===== config.mk =====
export PLATFORM = sky130hd
export DESIGN_NAME = pwm_waveform_unit
export DESIGN_NICKNAME = d
export VERILOG_FILES = /design/src/rtl/pwm_unit_pkg.sv /design/src/rtl/tick_divider.sv /design/src/rtl/pwm_waveform_unit.sv
export SDC_FILE = /design/constraint.sdc
export NUM_CORES = 1
export LEC_CHECK = 0
export ABC_AREA = 1
export BUFFER_PORTS_ARGS = -buffer_cell sky130_fd_sc_hd__buf_4
export CORE_MARGIN = 5
export CORE_UTILIZATION = 35
export CTS_CLUSTER_DIAMETER = 200
export CTS_CLUSTER_SIZE = 24
export DETAILED_ROUTE_END_ITERATION = 12
export PLACE_DENSITY = 0.64
export SETUP_SLACK_MARGIN = 0.02
export SLEW_MARGIN = 20
export SYNTH_ARGS = -nofsm -noshare
export SYNTH_HDL_FRONTEND = slang
export SYNTH_SLANG_ARGS = --single-unit

===== constraint.sdc =====
create_clock -name clock_i -period 1.9 [get_ports clock_i]
set_clock_uncertainty 0.15 [all_clocks]
set_input_delay 0 -clock clock_i [delete_from_list [all_inputs] [get_ports clock_i]]
set_output_delay 0 -clock clock_i [all_outputs]
set_load 0.03 [all_outputs]

===== src/rtl/pwm_unit_pkg.sv =====
// Constants for the eight-bit PWM waveform unit.
package pwm_unit_pkg;
    localparam logic [2:0] WGM_PC_FF = 3'h1;
    localparam logic [2:0] WGM_FAST_FF = 3'h3;
    localparam logic [2:0] WGM_PC_OCA = 3'h5;
    localparam logic [2:0] WGM_FAST_OCA = 3'h7;
    localparam int WGM_BIT2 = 2;
    localparam logic [1:0] COM_OFF = 2'h0;
    localparam logic [1:0] COM_TOGGLE = 2'h1;
    localparam logic [1:0] COM_NONINV = 2'h2;
    localparam logic [1:0] COM_INV = 2'h3;
    localparam int COM_HI = 1;
    localparam logic [7:0] BOTTOM = 8'h00;
    localparam logic [7:0] MAX = 8'hff;
    localparam logic [2:0] PRE_STOP = 3'h0;
    localparam logic [2:0] PRE_1 = 3'h1;
    localparam logic [2:0] PRE_8 = 3'h2;
    localparam logic [2:0] PRE_64 = 3'h3;
    localparam logic [2:0] PRE_256 = 3'h4;
    localparam logic [2:0] PRE_1024 = 3'h5;
    localparam logic [9:0] DIV_8_LAST = 10'h007;
    localparam logic [9:0] DIV_64_LAST = 10'h03f;
    localparam logic [9:0] DIV_256_LAST = 10'h0ff;
    localparam logic [9:0] DIV_1024_LAST = 10'h3ff;
    localparam logic RESET_OUT = 1'b0;
endpackage


===== src/rtl/tick_divider.sv =====
// Prescaler that makes the timer tick enable from the I/O clock.
`timescale 1ns/1ps
module tick_divider (
    input wire logic clock_i,
    input wire logic rstn_i,
    input wire logic [2:0] prescale_select_i,
    output logic timer_tick_enable_o
);
    logic [9:0] count_q;
    logic [9:0] last;

    always_comb begin
        case (prescale_select_i)
            pwm_unit_pkg::PRE_8: last = pwm_unit_pkg::DIV_8_LAST;
            pwm_unit_pkg::PRE_64: last = pwm_unit_pkg::DIV_64_LAST;
            pwm_unit_pkg::PRE_256: last = pwm_unit_pkg::DIV_256_LAST;
            pwm_unit_pkg::PRE_1024: last = pwm_unit_pkg::DIV_1024_LAST;
            default: last = 10'h000;
        endcase
    end

    // The tick is a one-cycle enable, never a derived clock.
    always_ff @(posedge clock_i) begin
        if (!rstn_i) begin
            count_q <= 10'h000;
            timer_tick_enable_o <= 1'b0;
        end else if (prescale_select_i == pwm_unit_pkg::PRE_STOP ||
                     prescale_select_i > pwm_unit_pkg::PRE_1024) begin
            count_q <= 10'h000;
            timer_tick_enable_o <= 1'b0;
        end else if (count_q >= last) begin
            count_q <= 10'h000;
            timer_tick_enable_o <= 1'b1;
        end else begin
            count_q <= count_q + 10'h001;
            timer_tick_enable_o <= 1'b0;
        end
    end
endmodule // tick_divider


===== src/rtl/pwm_waveform_unit.sv =====
// Eight-bit timer in fast and phase correct PWM with two compare outputs.
`timescale 1ns/1ps
module pwm_waveform_unit #(
    parameter int WIDTH = 8
) (
    input wire logic clock_i,
    input wire logic rstn_i,
    input wire logic [2:0] waveform_mode_field_i,
    input wire logic [2:0] prescale_select_i,
    input wire logic [1:0] compare_output_mode_a_i,
    input wire logic [1:0] compare_output_mode_b_i,
    input wire logic [WIDTH-1:0] compare_value_a_i,
    input wire logic [WIDTH-1:0] compare_value_b_i,
    input wire logic direction_a_i,
    input wire logic direction_b_i,
    input wire logic port_value_a_i,
    input wire logic port_value_b_i,
    input wire logic overflow_flag_clear_i,
    input wire logic compare_flag_a_clear_i,
    input wire logic compare_flag_b_clear_i,
    output logic [WIDTH-1:0] counter_value_o,
    output logic count_down_o,
    output logic compare_output_a_o,
    output logic compare_output_b_o,
    output logic pin_a_o,
    output logic pin_a_oe_o,
    output logic pin_b_o,
    output logic pin_b_oe_o,
    output logic overflow_flag_o,
    output logic compare_flag_a_o,
    output logic compare_flag_b_o
);
    typedef enum logic [2:0] {
        MODE_IDLE = 3'b001,
        MODE_FAST = 3'b010,
        MODE_PHASE = 3'b100
    } mode_e;

    localparam logic [WIDTH-1:0] ONE = {{(WIDTH-1){1'b0}}, 1'b1};
    localparam logic [WIDTH-1:0] ZERO = '0;
    localparam logic [WIDTH-1:0] FULL = '1;

    logic tick;
    mode_e mode;
    logic [WIDTH-1:0] top;
    logic [WIDTH-1:0] ocr_a_q;
    logic [WIDTH-1:0] ocr_b_q;
    logic match_a;
    logic match_b;
    logic at_top;
    logic pending_a_q;
    logic pending_b_q;
    logic wrap;
    logic out_a_d;
    logic out_b_d;

    tick_divider u_tick_divider (
        .clock_i(clock_i),
        .rstn_i(rstn_i),
        .prescale_select_i(prescale_select_i),
        .timer_tick_enable_o(tick)
    );

    // Decodes the waveform mode into an operating style.
    always_comb begin
        case (waveform_mode_field_i)
            pwm_unit_pkg::WGM_FAST_FF: mode = MODE_FAST;
            pwm_unit_pkg::WGM_FAST_OCA: mode = MODE_FAST;
            pwm_unit_pkg::WGM_PC_FF: mode = MODE_PHASE;
            pwm_unit_pkg::WGM_PC_OCA: mode = MODE_PHASE;
            default: mode = MODE_IDLE;
        endcase
    end

    // Mode bit 2 selects compare A as TOP in both PWM styles.
    assign top = waveform_mode_field_i[pwm_unit_pkg::WGM_BIT2] ?
                 ocr_a_q : FULL;
    assign at_top = (counter_value_o == top);
    assign match_a = (counter_value_o == ocr_a_q);
    assign match_b = (counter_value_o == ocr_b_q);
    assign wrap = (mode == MODE_FAST) && at_top;

    // Returns the next output level for one channel.
    function automatic logic next_out(
        input logic cur,
        input mode_e md,
        input logic [1:0] com,
        input logic toggle_ok,
        input logic match,
        input logic match_is_top,
        input logic at_top_now,
        input logic down,
        input logic at_bottom,
        input logic pending
    );
        logic r;
        r = cur;
        if (md == MODE_FAST) begin
            if (com == pwm_unit_pkg::COM_TOGGLE) begin
                if (toggle_ok && match) begin
                    r = ~cur;
                end
            end else if (com[pwm_unit_pkg::COM_HI]) begin
                if (at_top_now) begin
                    r = (com == pwm_unit_pkg::COM_INV) ? 1'b0 : 1'b1;
                end else if (match && !match_is_top) begin
                    r = (com == pwm_unit_pkg::COM_INV);
                end
            end
        end else if (md == MODE_PHASE) begin
            if (com == pwm_unit_pkg::COM_TOGGLE) begin
                if (toggle_ok && match) begin
                    r = ~cur;
                end
            end else if (com[pwm_unit_pkg::COM_HI]) begin
                if (match && match_is_top) begin
                    // At TOP the down-counting level holds, so MAX stays put.
                    r = (com != pwm_unit_pkg::COM_INV);
                end else if (match && !down) begin
                    r = (com == pwm_unit_pkg::COM_INV);
                end else if (match && down) begin
                    r = (com != pwm_unit_pkg::COM_INV);
                end else if (at_bottom && pending) begin
                    r = (com == pwm_unit_pkg::COM_INV);
                end
            end
        end
        return r;
    endfunction

    // Active compare values are refreshed only at TOP in PWM styles.
    always_ff @(posedge clock_i) begin
        if (!rstn_i) begin
            ocr_a_q <= ZERO;
            ocr_b_q <= ZERO;
        end else if (mode == MODE_IDLE) begin
            ocr_a_q <= compare_value_a_i;
            ocr_b_q <= compare_value_b_i;
        end else if (tick && at_top) begin
            ocr_a_q <= compare_value_a_i;
            ocr_b_q <= compare_value_b_i;
        end
    end

    // Counter: single slope wraps after TOP, dual slope reverses at TOP.
    always_ff @(posedge clock_i) begin
        if (!rstn_i) begin
            counter_value_o <= ZERO;
            count_down_o <= 1'b0;
        end else if (tick) begin
            case (mode)
                MODE_FAST: begin
                    count_down_o <= 1'b0;
                    counter_value_o <= at_top ? ZERO :
                                       counter_value_o + ONE;
                end
                MODE_PHASE: begin
                    if (!count_down_o && at_top) begin
                        count_down_o <= 1'b1;
                        counter_value_o <= counter_value_o - ONE;
                    end else if (count_down_o &&
                                 counter_value_o == ONE) begin
                        count_down_o <= 1'b0;
                        counter_value_o <= ZERO;
                    end else if (count_down_o) begin
                        counter_value_o <= counter_value_o - ONE;
                    end else begin
                        counter_value_o <= counter_value_o + ONE;
                    end
                end
                default: begin
                    counter_value_o <= counter_value_o + ONE;
                    count_down_o <= 1'b0;
                end
            endcase
        end
    end

    // A pending flag means the up-counting match of this slope was missed.
    always_ff @(posedge clock_i) begin
        if (!rstn_i) begin
            pending_a_q <= 1'b0;
            pending_b_q <= 1'b0;
        end else if (tick && mode == MODE_PHASE) begin
            if (counter_value_o == ZERO) begin
                pending_a_q <= 1'b0;
                pending_b_q <= 1'b0;
            end else if (!count_down_o && at_top) begin
                // Output not yet at its up-match level means a missed match.
                // A value that stays at TOP keeps its level, so none is due.
                pending_a_q <= (compare_output_a_o !=
                    (compare_output_mode_a_i == pwm_unit_pkg::COM_INV)) &&
                    (compare_value_a_i != top);
                pending_b_q <= (compare_output_b_o !=
                    (compare_output_mode_b_i == pwm_unit_pkg::COM_INV)) &&
                    (compare_value_b_i != top);
            end
        end
    end

    assign out_a_d = next_out(compare_output_a_o, mode,
        compare_output_mode_a_i,
        waveform_mode_field_i[pwm_unit_pkg::WGM_BIT2], match_a,
        (ocr_a_q == top), wrap, count_down_o,
        count_down_o && counter_value_o == ONE, pending_a_q);
    assign out_b_d = next_out(compare_output_b_o, mode,
        compare_output_mode_b_i, 1'b0, match_b,
        (ocr_b_q == top), wrap, count_down_o,
        count_down_o && counter_value_o == ONE, pending_b_q);

    // Internal compare output registers.
    always_ff @(posedge clock_i) begin
        if (!rstn_i) begin
            compare_output_a_o <= pwm_unit_pkg::RESET_OUT;
            compare_output_b_o <= pwm_unit_pkg::RESET_OUT;
        end else if (tick) begin
            compare_output_a_o <= out_a_d;
            compare_output_b_o <= out_b_d;
        end
    end

    // Pin override: waveform replaces the port value when the field connects.
    always_ff @(posedge clock_i) begin
        if (!rstn_i) begin
            pin_a_o <= 1'b0;
            pin_b_o <= 1'b0;
            pin_a_oe_o <= 1'b0;
            pin_b_oe_o <= 1'b0;
        end else begin
            pin_a_o <= drives_pin(compare_output_mode_a_i,
                           waveform_mode_field_i[pwm_unit_pkg::WGM_BIT2]) ?
                       out_a_d_view(1'b1) : port_value_a_i;
            pin_b_o <= drives_pin(compare_output_mode_b_i, 1'b0) ?
                       out_a_d_view(1'b0) : port_value_b_i;
            pin_a_oe_o <= direction_a_i;
            pin_b_oe_o <= direction_b_i;
        end
    end

    // Picks the level the internal register takes this cycle.
    function automatic logic out_a_d_view(input logic chan_a);
        logic r;
        r = chan_a ? (tick ? out_a_d : compare_output_a_o) :
                     (tick ? out_b_d : compare_output_b_o);
        return r;
    endfunction

    // The toggle setting connects a pin only where toggling is offered.
    function automatic logic drives_pin(input logic [1:0] com,
                                        input logic toggle_ok);
        logic r;
        r = com[pwm_unit_pkg::COM_HI] ||
            (com == pwm_unit_pkg::COM_TOGGLE && toggle_ok);
        return r;
    endfunction

    // Flags: set wins over a same-cycle clear.
    always_ff @(posedge clock_i) begin
        if (!rstn_i) begin
            overflow_flag_o <= 1'b0;
            compare_flag_a_o <= 1'b0;
            compare_flag_b_o <= 1'b0;
        end else begin
            if (tick && ((mode == MODE_PHASE && count_down_o &&
                          counter_value_o == ONE) ||
                         (mode != MODE_PHASE && wrap))) begin
                overflow_flag_o <= 1'b1;
            end else if (overflow_flag_clear_i) begin
                overflow_flag_o <= 1'b0;
            end
            if (tick && match_a) begin
                compare_flag_a_o <= 1'b1;
            end else if (compare_flag_a_clear_i) begin
                compare_flag_a_o <= 1'b0;
            end
            if (tick && match_b) begin
                compare_flag_b_o <= 1'b1;
            end else if (compare_flag_b_clear_i) begin
                compare_flag_b_o <= 1'b0;
            end
        end
    end
endmodule // pwm_waveform_unit


---- After elaboration in Yosys (flattened, before gate mapping) ----
Index checks and enable logic that the tools add are counted.
storage, ports and cells
  output and inout port bits .............. 18
  logic and storage cells ................. 154
  bits in registers ....................... 47
cells by class
  reductions and logical operators ........ 44
  bitwise operators ....................... 2
  order comparisons ....................... 2
  equal/unequal tests ..................... 29
  mux-type cells .......................... 57
  add/sub/neg operators ................... 3
operators by type and width
  operator                                                             count
  8-bit 2-to-1 mux                                                     9
  1-bit 2-to-1 mux                                                     45
  8-bit == test                                                        5
  10-bit one-hot mux with 4 select lines                               1
  1-bit logical AND                                                    25
  8-bit inequality test                                                2
  8-bit one-hot mux with 2 select lines                                1
  3-bit == test (second input constant)                                5
  3-bit by 2-bit == test with 1-bit output (second input constant)     4
  10-bit by 1-bit adder with 10-bit output (second input constant)     1
  10-bit >= comparator                                                 1
  2-bit nonzero test                                                   5
  8-bit by 1-bit adder with 8-bit output (second input constant)       1
  8-bit by 1-bit == test with 1-bit output (second input constant)     1
  8-bit logical NOT                                                    1
  8-bit by 1-bit subtractor with 8-bit output (second input constant)  1
  3-bit by 1-bit == test with 1-bit output (second input constant)     2
  3-bit inequality test (second input constant)                        2
  3-bit one-hot mux with 2 select lines                                1
  2-bit OR reduction                                                   3
  2-bit by 1-bit == test with 1-bit output (second input constant)     2
  2-bit == test (second input constant)                                2
  2-bit inequality test (second input constant)                        2
  2-bit AND reduction                                                  2
  7 further kinds                                                      13

---- Depth between registers and ports, before layout ----
Gate-level depths: netlist of run 1.
  depth after elaboration ................. 13
  gate-level depth with buffers ........... 18
  gate-level depth less buffers ........... 17

---- Cells and area by module ----
Synthesis of run 1 repeated with hierarchy kept, for this count alone.
second synthesis, totals
  cell total of the unflattened synthesis .. 593
  area total of the unflattened synthesis .. 3646.0 um^2
by module, submodules not included
  module             area each (um^2)  cells an instance  sequential area each (um^2)  times used
  pwm_waveform_unit  2854.0            485                720.7                        1
  tick_divider       792.0             108                220.2                        1

---- Worst setup path before layout of run 1 ----
Ideal clock, no wire load.
  path type ............................... register to register
  start ................................... reg counter_value_o[2]
  end ..................................... reg ocr_a_q[0]
  stages on the path, launching flop included .. 12
  slack ................................... -0.160 ns
  period minus slack after synthesis ...... 2.060 ns
  arrival time ............................ 1.790 ns
  required time ........................... 1.630 ns
  path through ............................ dfxtp_1 buf_4 inv_2 nand2_1 nand2_1 nor4_2 nand3_1 nand2_2 inv_2 buf_2 o21ai_1 a21oi_1
between the ends
  longest elaborated chain between the ends .. 3
ends and longest elaborated chain
  element                              RTL line                  text
  from (decl)                          pwm_waveform_unit.sv:21   output logic [WIDTH-1:0] counter_value_o,
  from (signal assigned)               pwm_waveform_unit.sv:154  counter_value_o <= at_top ? ZERO :
  from (signal assigned)               pwm_waveform_unit.sv:160  counter_value_o <= counter_value_o - ONE;
  from (signal assigned)               pwm_waveform_unit.sv:166  counter_value_o <= counter_value_o - ONE;
  8-bit == test                        pwm_waveform_unit.sv:78   assign at_top = (counter_value_o == top);
  1-bit logical AND                    pwm_waveform_unit.sv:139  end else if (tick && at_top) begin
  2-bit nonzero test (no source line)  --
  to (signal assigned)                 pwm_waveform_unit.sv:137  ocr_a_q <= compare_value_a_i;
  to (signal assigned)                 pwm_waveform_unit.sv:140  ocr_a_q <= compare_value_a_i;
  to (decl)                            pwm_waveform_unit.sv:46   logic [WIDTH-1:0] ocr_a_q;
Every way passes these cells.
A chain may end at the register's enable or synchronous reset.

---- Worst setup path after layout of run 1 ----
  start ................................... reg counter_value_o[1]
  end ..................................... reg pin_b_o
between the ends
  longest elaborated chain between the ends .. 13
  elaborated cells on any way between the ends .. 24
  those cells by class .................... 3 x eq/ne; 14 x mux; 7 x reduce/logical
ends and longest elaborated chain
  element                                   RTL line                  text
  8-bit by 1-bit == test with 1-bit output  pwm_waveform_unit.sv:209  count_down_o && counter_value_o == ONE, pending_b_q);
  1-bit logical AND                         pwm_waveform_unit.sv:209
  1-bit logical AND                         pwm_waveform_unit.sv:123  end else if (at_bottom && pending) begin
  1-bit 2-to-1 mux                          pwm_waveform_unit.sv:123
  1-bit 2-to-1 mux                          pwm_waveform_unit.sv:121  end else if (match && down) begin
  1-bit 2-to-1 mux                          pwm_waveform_unit.sv:119  end else if (match && !down) begin
  1-bit 2-to-1 mux                          pwm_waveform_unit.sv:116  if (match && match_is_top) begin
  1-bit 2-to-1 mux                          pwm_waveform_unit.sv:115  end else if (com[pwm_unit_pkg::COM_HI]) begin
  1-bit 2-to-1 mux                          pwm_waveform_unit.sv:111  if (com == pwm_unit_pkg::COM_TOGGLE) begin
  1-bit 2-to-1 mux                          pwm_waveform_unit.sv:110  end else if (md == MODE_PHASE) begin
  1-bit 2-to-1 mux *                        pwm_waveform_unit.sv:98   if (md == MODE_FAST) begin
  1-bit 2-to-1 mux *                        --
  1-bit 2-to-1 mux *                        pwm_waveform_unit.sv:233  pin_b_o <= drives_pin(compare_output_mode_b_i, 1'b0) ?
  to (signal assigned)                      pwm_waveform_unit.sv:233
  to (decl)                                 pwm_waveform_unit.sv:27   output logic pin_b_o,
Mark *: on every way between the ends. The rest lies on a longest branch, timed or not.

==> flow_metrics.env, run 1 <==
export IMPL_hold_path_class="in2reg"
export IMPL_slew_headroom_pct=71.4
export IMPL_drv_cap=0
export IMPL_dieWidth_um=111
export IMPL_synthTopCellsByArea="dfxtp_1 (26%), nand2_1 (15%), inv_1 (7.2%)"
export IMPL_crit_type="reg2reg"
export IMPL_synth_top_cell_area_share_pct=26.3
export IMPL_drtIter0Drc=217
export IMPL_synth_nets=621
export IMPL_syn_area_um2=3580
export IMPL_startpoint_type="flip-flop"
export IMPL_crit_path_top_delay_cell="dfxtp_4"
export IMPL_violations="negative setup slack"
export IMPL_fin_nets=758
export IMPL_track_usage_pct=18.0
export IMPL_cts_root_buf="clkbuf_8"
export IMPL_h_tree_depth=2
export IMPL_drive_gt1_share_pct=36.1
export IMPL_path_max_fanout=5
export IMPL_via_count=4164
export IMPL_startpoint="counter_value_o[1]$_SDFFE_PN0P_"
export IMPL_clock_sinks=47
export IMPL_p_leak_nw=2.55
export IMPL_slowest_delay_ns=0.36
export IMPL_antenna_found_initial=0
export IMPL_first_pass_iters=5
export IMPL_rsz0062_at_grt="true"
export IMPL_ir_worst_vdd_mv=0.265
export IMPL_fin_setup_tns_ns=-0.139
export IMPL_placed_area_um2=4480
export IMPL_synth_cell_types=42
export IMPL_final_cells=842
export IMPL_design_portCount=53
export IMPL_r2r_start="counter_value_o[1]$_SDFFE_PN0P_"
export IMPL_yosys_area_top_type="dfxtp_1"
export IMPL_grt_start_max_net_pins=29
export IMPL_placedCellCount=794
export IMPL_dieArea_um2=12400
export IMPL_crit_path_end_kind="flip-flop"
export IMPL_total_power_mw=2.62
export IMPL_cp_arrival_ns=2.00
export IMPL_ant_nets=0
export IMPL_crit_required_ns=1.96
export IMPL_drc=0
export IMPL_min_period_ns=1.94
export IMPL_min_delay_start="prescale_select_i[0]"
export IMPL_avgSynthCellArea_um2=6.31
export IMPL_detailed_place_hpwl_mm=8.56
export IMPL_hold_viol_final=0
export IMPL_final_area_um2=5360
export IMPL_areaGrowthSynthToFinish_pct=49.7
export IMPL_grt_first_pass_wirelength_mm=18.8
export IMPL_avgViaCountPerCell=4.95
export IMPL_postSynthCellCount=568
export IMPL_path_clk_slew_ns=0.10
export IMPL_gr_total_overflow=0
export IMPL_fmax_ghz=0.514
export IMPL_slew_violations=0
export IMPL_finalWorstSetupSlack_ns=-0.0439
export IMPL_gp_congestion=0.924
export IMPL_core_area_um2=10100
export IMPL_crit_chain="buf_6 > xor2_1 > nor2_1 > nand2_1 > nor2_2 > buf_6 > nand3_2 > nand3_2 > nand2_2 > a21oi_2 > nand2_1 > nand2_2 > a21oi_1"
export IMPL_clockBufferDepth=2
export IMPL_start_util_pct=35.3
export IMPL_multiInputGateArea_um2=2610
export IMPL_nFillCells=955
export IMPL_wl_mm=11.6
export IMPL_setup_viol=6
export IMPL_rows=37
export IMPL_cts_tree="yes"
export IMPL_p_per_area_nw_per_um2=488
export IMPL_die_y_um=111
export IMPL_post_route_period_util_pct=102
export IMPL_grt_pass1_vias=4099
export IMPL_clkLatencyLatePin_ns=0.31
export IMPL_yosysSeqAreaShare_pct=26.3
export IMPL_synth_seq_cells=47
export IMPL_fin_util_pct=52.9
export IMPL_area_sequential_um2=982
export IMPL_yosysWarnings=0
export IMPL_wl_per_cell_um=13.8
export IMPL_status="finished with violations"
export IMPL_io_buffer_count=52
export IMPL_numCtsBuffers=5
export IMPL_diodes=0
export IMPL_tightest_slew_ns=0.425
-- report_power, final --
group | leakage, nW | switching (mW) | internal (mW)
logic | 2.10 | 0.463 | 0.374
clock network | 0.0563 | 0.379 | 0.340
registers | 0.393 | 0.0414 | 1.02
-- routing by layer --
layer / up-vias / track usage (%) / share of wire, %
met5: - / 0 / 0
met4: 0 / 5.68 / 2.4
met3: 25 / 3.33 / 4.2
met2: 96 / 31.6 / 49
met1: 1924 / 22.1 / 44
li1: 2119 / - / -
-- cell type report --
cell class / instances / area share, %
Inverter: 80 / 5.97
Multi-Input combinational cell: 427 / 48.7
Timing Repair Buffer: 143 / 21.7
Sequential cell: 47 / 18.3
Clock inverter: 2 / 0.257
Tap cell: 136 / 3.17
Clock buffer: 6 / 1.75
Timing Repair inverter: 1 / 0.117
-- registers in the layout (all words and copies together) (netlist names) --
| name | cells |
|---|---|
| pending_b_q | 1 |
| ocr_a_q | 8 |
| compare_flag_b_o | 1 |
| pin_b_o | 1 |
| count_down_o | 1 |
| counter_value_o | 8 |
| u_tick_divider.count_q | 10 |
| compare_output_a_o | 1 |
| pending_a_q | 1 |
| pin_a_oe_o | 1 |
| compare_flag_a_o | 1 |
| pin_b_oe_o | 1 |
| overflow_flag_o | 1 |
| u_tick_divider.timer_tick_enable_o | 1 |
| pin_a_o | 1 |
| ocr_b_q | 8 |
| compare_output_b_o | 1 |
-- layout by cell type (no fill, tap or decap), types with 4 or more instances in the layout --
master         instances
o21ai_0               24
nand3_1               27
a21oi_1               26
nand2_2               21
dfxtp_2                9
nor3b_2                4
o21ai_2                4
buf_4                109
nor2_1                42
o21ai_1               13
nand4_1               15
nor3_2                 4
dfxtp_1               30
dlygate4sd3_1         29
nand2_1              123
nand3_2               14
xnor2_1                7
buf_6                  5
dfxtp_4                8
inv_2                 15
xor2_1                23
clkbuf_8               5
inv_1                 58
ha_1                  16
nor2_2                14
inv_4                  6
nor2_4                 4
a21oi_2               13
nand2_4                5
-- critical path: cells and delay by family (launching register included) --
kind	cells	cell delay, ns
xor+xnor	1	0.15
compound gates	2	0.18
buf+inv	2	0.27
simple gates	8	0.73
flops	1	0.36
-- cell families (layout without fill, tap and decap cells) --
group                      Yosys count  after routing  synth area share, %
DFF                                 47             47                 26.3
AOI/OAI and AO/OA                   92             92                 13.7
buffers and inverters               95            232                 10.9
xor gates and xnor gates            31             31                 7.58
adders and majority gates           18             18                 6.29
and+or+nand+nor                    285            286                 35.3
-- repair_timing --
action                                  in CTS  in global routing
pin swaps                                    8                 37
gates resized for setup                     25                105
endpoints found under the setup margin      32                 33
setup buffers                                3                  6
hold buffers                                29                  0
gates cloned                                 0                  2
hold endpoints to repair                    26                  0
-- final timing paths --
check,endpoint,slack (ns),cells after the start
max,pin_b_o$_SDFF_PN0_,-0.04,13
min,u_tick_divider.count_q[9]$_SDFF_PP0_,0.08,5
max reg2reg,pin_b_o$_SDFF_PN0_,-0.04,13
min reg2reg,overflow_flag_o$_SDFFE_PN0P_,0.32,2
-- per-stage QoR --
stage / hold WS [ns] / setup slack, ns
floorplan: -0.0558 / 0.0273
CTS: 0.0504 / 0.00726
global placement: 0.0344 / -0.102
detailed placement: 0.0418 / -0.149
finish: 0.0770 / -0.0439
global route: 0.0990 / -0.148
-- cell usage after synthesis (all sizes together) --
| library cell | n |
|---|---|
| nand2 | 149 |
| inv | 79 |
| nor2 | 60 |
| dfxtp | 47 |
| nand3 | 41 |
| o21ai | 41 |
| a21oi | 40 |
| xor2 | 24 |
| ha | 18 |
| nand4 | 15 |
| buf | 8 |
| clkbuf | 7 |
| nor3 | 7 |
| xnor2 | 7 |
| nor3b | 4 |
| a211oi | 3 |
| nand3b | 3 |
| or2 | 3 |
| a31oi | 2 |
| nor4 | 2 |
| o211ai | 2 |
| o22ai | 2 |
| a221oi | 1 |
| a41oi | 1 |
| clkinv | 1 |
| nand2b | 1 |
Note: power is estimated with default switching activity, not from simulation.
==> run 2, diff against run 1 <==
- PLACE_DENSITY: 0.64 -> 0.62
- clock period: 1.9 -> 2.5 ns (I/O delays scaled with it)
==> run 2 against run 1 <==
  * The flow now finishes without violations
  * Wire length decreased by 7.7%
  * Flip-flop and latch count unchanged
  * Critical endpoint is now ocr_a_q[4]$_SDFFE_PN0P_
  * Clock power decreased by 36%
  * Non-clock buffer count decreased by 45
  * Sequential share of layout area increased by 2.2 points
  * Fmax decreased by 17%
  * Largest cell class unchanged
  * Clock-buffer cell count decreased by 1
  * Worst hold slack improved by 0.038 ns
  * Cell area decreased by 14%
  * Register-to-register slack improved by 0.20 ns
==> flow_metrics.env, run 2 (same netlist as run 1, synthesis figures left out) <==
export IMPL_min_period_ns=2.35
export IMPL_final_cells=795
export IMPL_largest_register="u_tick_divider.count_q"
export IMPL_cts_tree="yes"
export IMPL_core_area_um2=10100
export IMPL_grt_first_pass_wirelength_mm=18.6
export IMPL_setup_viol=0
export IMPL_drtIter0Drc=227
export IMPL_p_int_mw=1.19
export IMPL_slew_violations=0
export IMPL_startpoint_type="flip-flop"
export IMPL_gp_congestion=0.975
export IMPL_rows=37
export IMPL_drv_cap=0
export IMPL_crit_type="reg2reg"
export IMPL_fmax_ghz=0.426
export IMPL_drive_gt1_share_pct=16.4
export IMPL_tightest_slew_ns=0.442
export IMPL_path_clk_slew_ns=0.09
export IMPL_p_seq_share_pct=45.6
export IMPL_wl_mm=10.7
export IMPL_layout_commonest_cell="nand2_1"
export IMPL_numCtsBuffers=5
export IMPL_r2r_start="ocr_a_q[0]$_SDFFE_PN0P_"
export IMPL_diodes=0
export IMPL_ff2ff_path_depth=10
export IMPL_h_tree_depth=2
export IMPL_status="completed"
export IMPL_layout_common_cells="nand2_1 (141), inv_1 (68), buf_4 (64)"
export IMPL_cp_arrival_ns=2.39
export IMPL_ant_nets=0
export IMPL_avgViaCountPerCell=4.99
export IMPL_start_util_pct=35.3
export IMPL_clockPowerShare_pct=26.0
export IMPL_design_portCount=53
export IMPL_r2r_slack_ns=0.15
export IMPL_clkLatencyLatePin_ns=0.31
export IMPL_total_power_mw=1.78
export IMPL_io_buffer_count=52
export IMPL_min_to="pin_a_o$_SDFF_PN0_"
export IMPL_p_leak_nw=2.24
export IMPL_areaGrowthSynthToFinish_pct=28.7
export IMPL_crit_required_ns=2.55
export IMPL_hold_viol_final=0
export IMPL_cts_root_buf="clkbuf_8"
export IMPL_clock_sinks=47
export IMPL_via_count=3966
export IMPL_min_path_cells=6
export IMPL_drc=0
export IMPL_track_usage_pct=17.8
export IMPL_nFillCells=1055
export IMPL_fin_nets=711
export IMPL_hold_path_class="in2reg"
export IMPL_sw_frac_of_total_pct=33.5
export IMPL_clockBufferDepth=2
export IMPL_first_pass_iters=5
export IMPL_placedCellCount=747
export IMPL_switchingPower_uw=596
export IMPL_dieArea_um2=12400
export IMPL_antenna_found_initial=0
export IMPL_place_ws_ns=0.292
export IMPL_slew_headroom_pct=70.3
export IMPL_rsz0062_at_grt="false"
export IMPL_min_delay_start="waveform_mode_field_i[2]"
export IMPL_dieWidth_um=111
export IMPL_worst_r2r_endpoint="ocr_a_q[4]$_SDFFE_PN0P_"
export IMPL_fin_setup_tns_ns=0
export IMPL_post_route_period_util_pct=93.9
export IMPL_p_per_area_nw_per_um2=386
export IMPL_gr_total_overflow=0
export IMPL_grt_pass1_vias=3980
export IMPL_crit_path_end_kind="flip-flop"
export IMPL_wl_per_cell_um=13.5
export IMPL_largest_reg_flops=10
export IMPL_path_max_fanout=7
export IMPL_ir_worst_vdd_mv=0.257
export IMPL_grt_start_max_net_pins=30
export IMPL_detailed_place_hpwl_mm=8.15
export IMPL_die_y_um=111
export IMPL_p_comb_share_pct=28.4
export IMPL_finalWorstSetupSlack_ns=0.153
run 2: how the worst max path moves through the flow:
stage / startpoint / to / slack [ns] / cells after the start
floorplan: counter_value_o[2]$_SDFFE_PN0P_ / ocr_a_q[0]$_SDFFE_PN0P_ / 0.44 / 11
global placement: ocr_a_q[2]$_SDFFE_PN0P_ / ocr_b_q[1]$_SDFFE_PN0P_ / 0.32 / 10
detailed placement: counter_value_o[6]$_SDFFE_PN0P_ / pin_b_o$_SDFF_PN0_ / 0.29 / 13
CTS: counter_value_o[0]$_SDFFE_PN0P_ / ocr_b_q[6]$_SDFFE_PN0P_ / 0.08 / 9
global route: ocr_a_q[0]$_SDFFE_PN0P_ / ocr_a_q[7]$_SDFFE_PN0P_ / 0.02 / 10
finish: ocr_a_q[0]$_SDFFE_PN0P_ / ocr_a_q[4]$_SDFFE_PN0P_ / 0.15 / 10
run 2: metrics by stage:
step / hold slack (ns) / area, µm² / util [%]
3_3_place_gp: 0.0363 / 4100 / 40.5
6_report: 0.115 / 4610 / 45.5
3_5_place_dp: 0.0373 / 4100 / 40.5
2_1_floorplan: -0.0558 / 3580 / -
4_1_cts: 0.0949 / 4540 / 44.7
5_1_grt: 0.194 / 4610 / 45.5
run 2: area by class of cell:
class / instances / area (µm²) / area share, %
Inverter: 80 / 308 / 6.67
Sequential cell: 47 / 947 / 20.5
Timing Repair Buffer: 98 / 821 / 17.8
Tap cell: 136 / 170 / 3.69
Clock inverter: 3 / 15.0 / 0.326
Clock buffer: 5 / 68.8 / 1.49
Multi-Input combinational cell: 426 / 2280 / 49.5
run 2: power by group through the flow:
stage | Clock [mW] | Combinational (mW) | Sequential [mW]
6_report | 0.463 | 0.505 | 0.813
5_1_grt | 0.516 | 0.568 | 0.818
3_5_place_dp | 0 | 0.440 | 0.830
3_3_place_gp | 0 | 0.436 | 0.829
4_1_cts | 0.483 | 0.488 | 0.813
2_1_floorplan | 0 | 0.291 | 0.833
run 2: repair_timing:
item,in CTS,in global routing
endpoints found under the setup margin,0,4
setup buffers,0,6
hold buffers,35,0
gates resized for setup,0,12
hold endpoints to repair,33,0
run 2: worst max-delay path: stages (launching register included):
cell and delay [ns]:
dfxtp_2 0.34, inv_2 0.08, nand2_2 0.09, xor2_2 0.18
inv_1 0.09, nor4_4 0.31, nand3_2 0.14, nand2_4 0.14
buf_4 0.12, a21oi_1 0.05, dlygate4sd3_1 0.55
run 2: per-layer routing:
layer / global-route usage [%] / vias to the layer above / routed length (µm)
met3: 2.67 / 27 / 557
met2: 30.2 / 129 / 5150
met4: 6.65 / 0 / 276
met5: 0 / - / 0
met1: 22.7 / 1802 / 4760
li1: - / 2008 / -
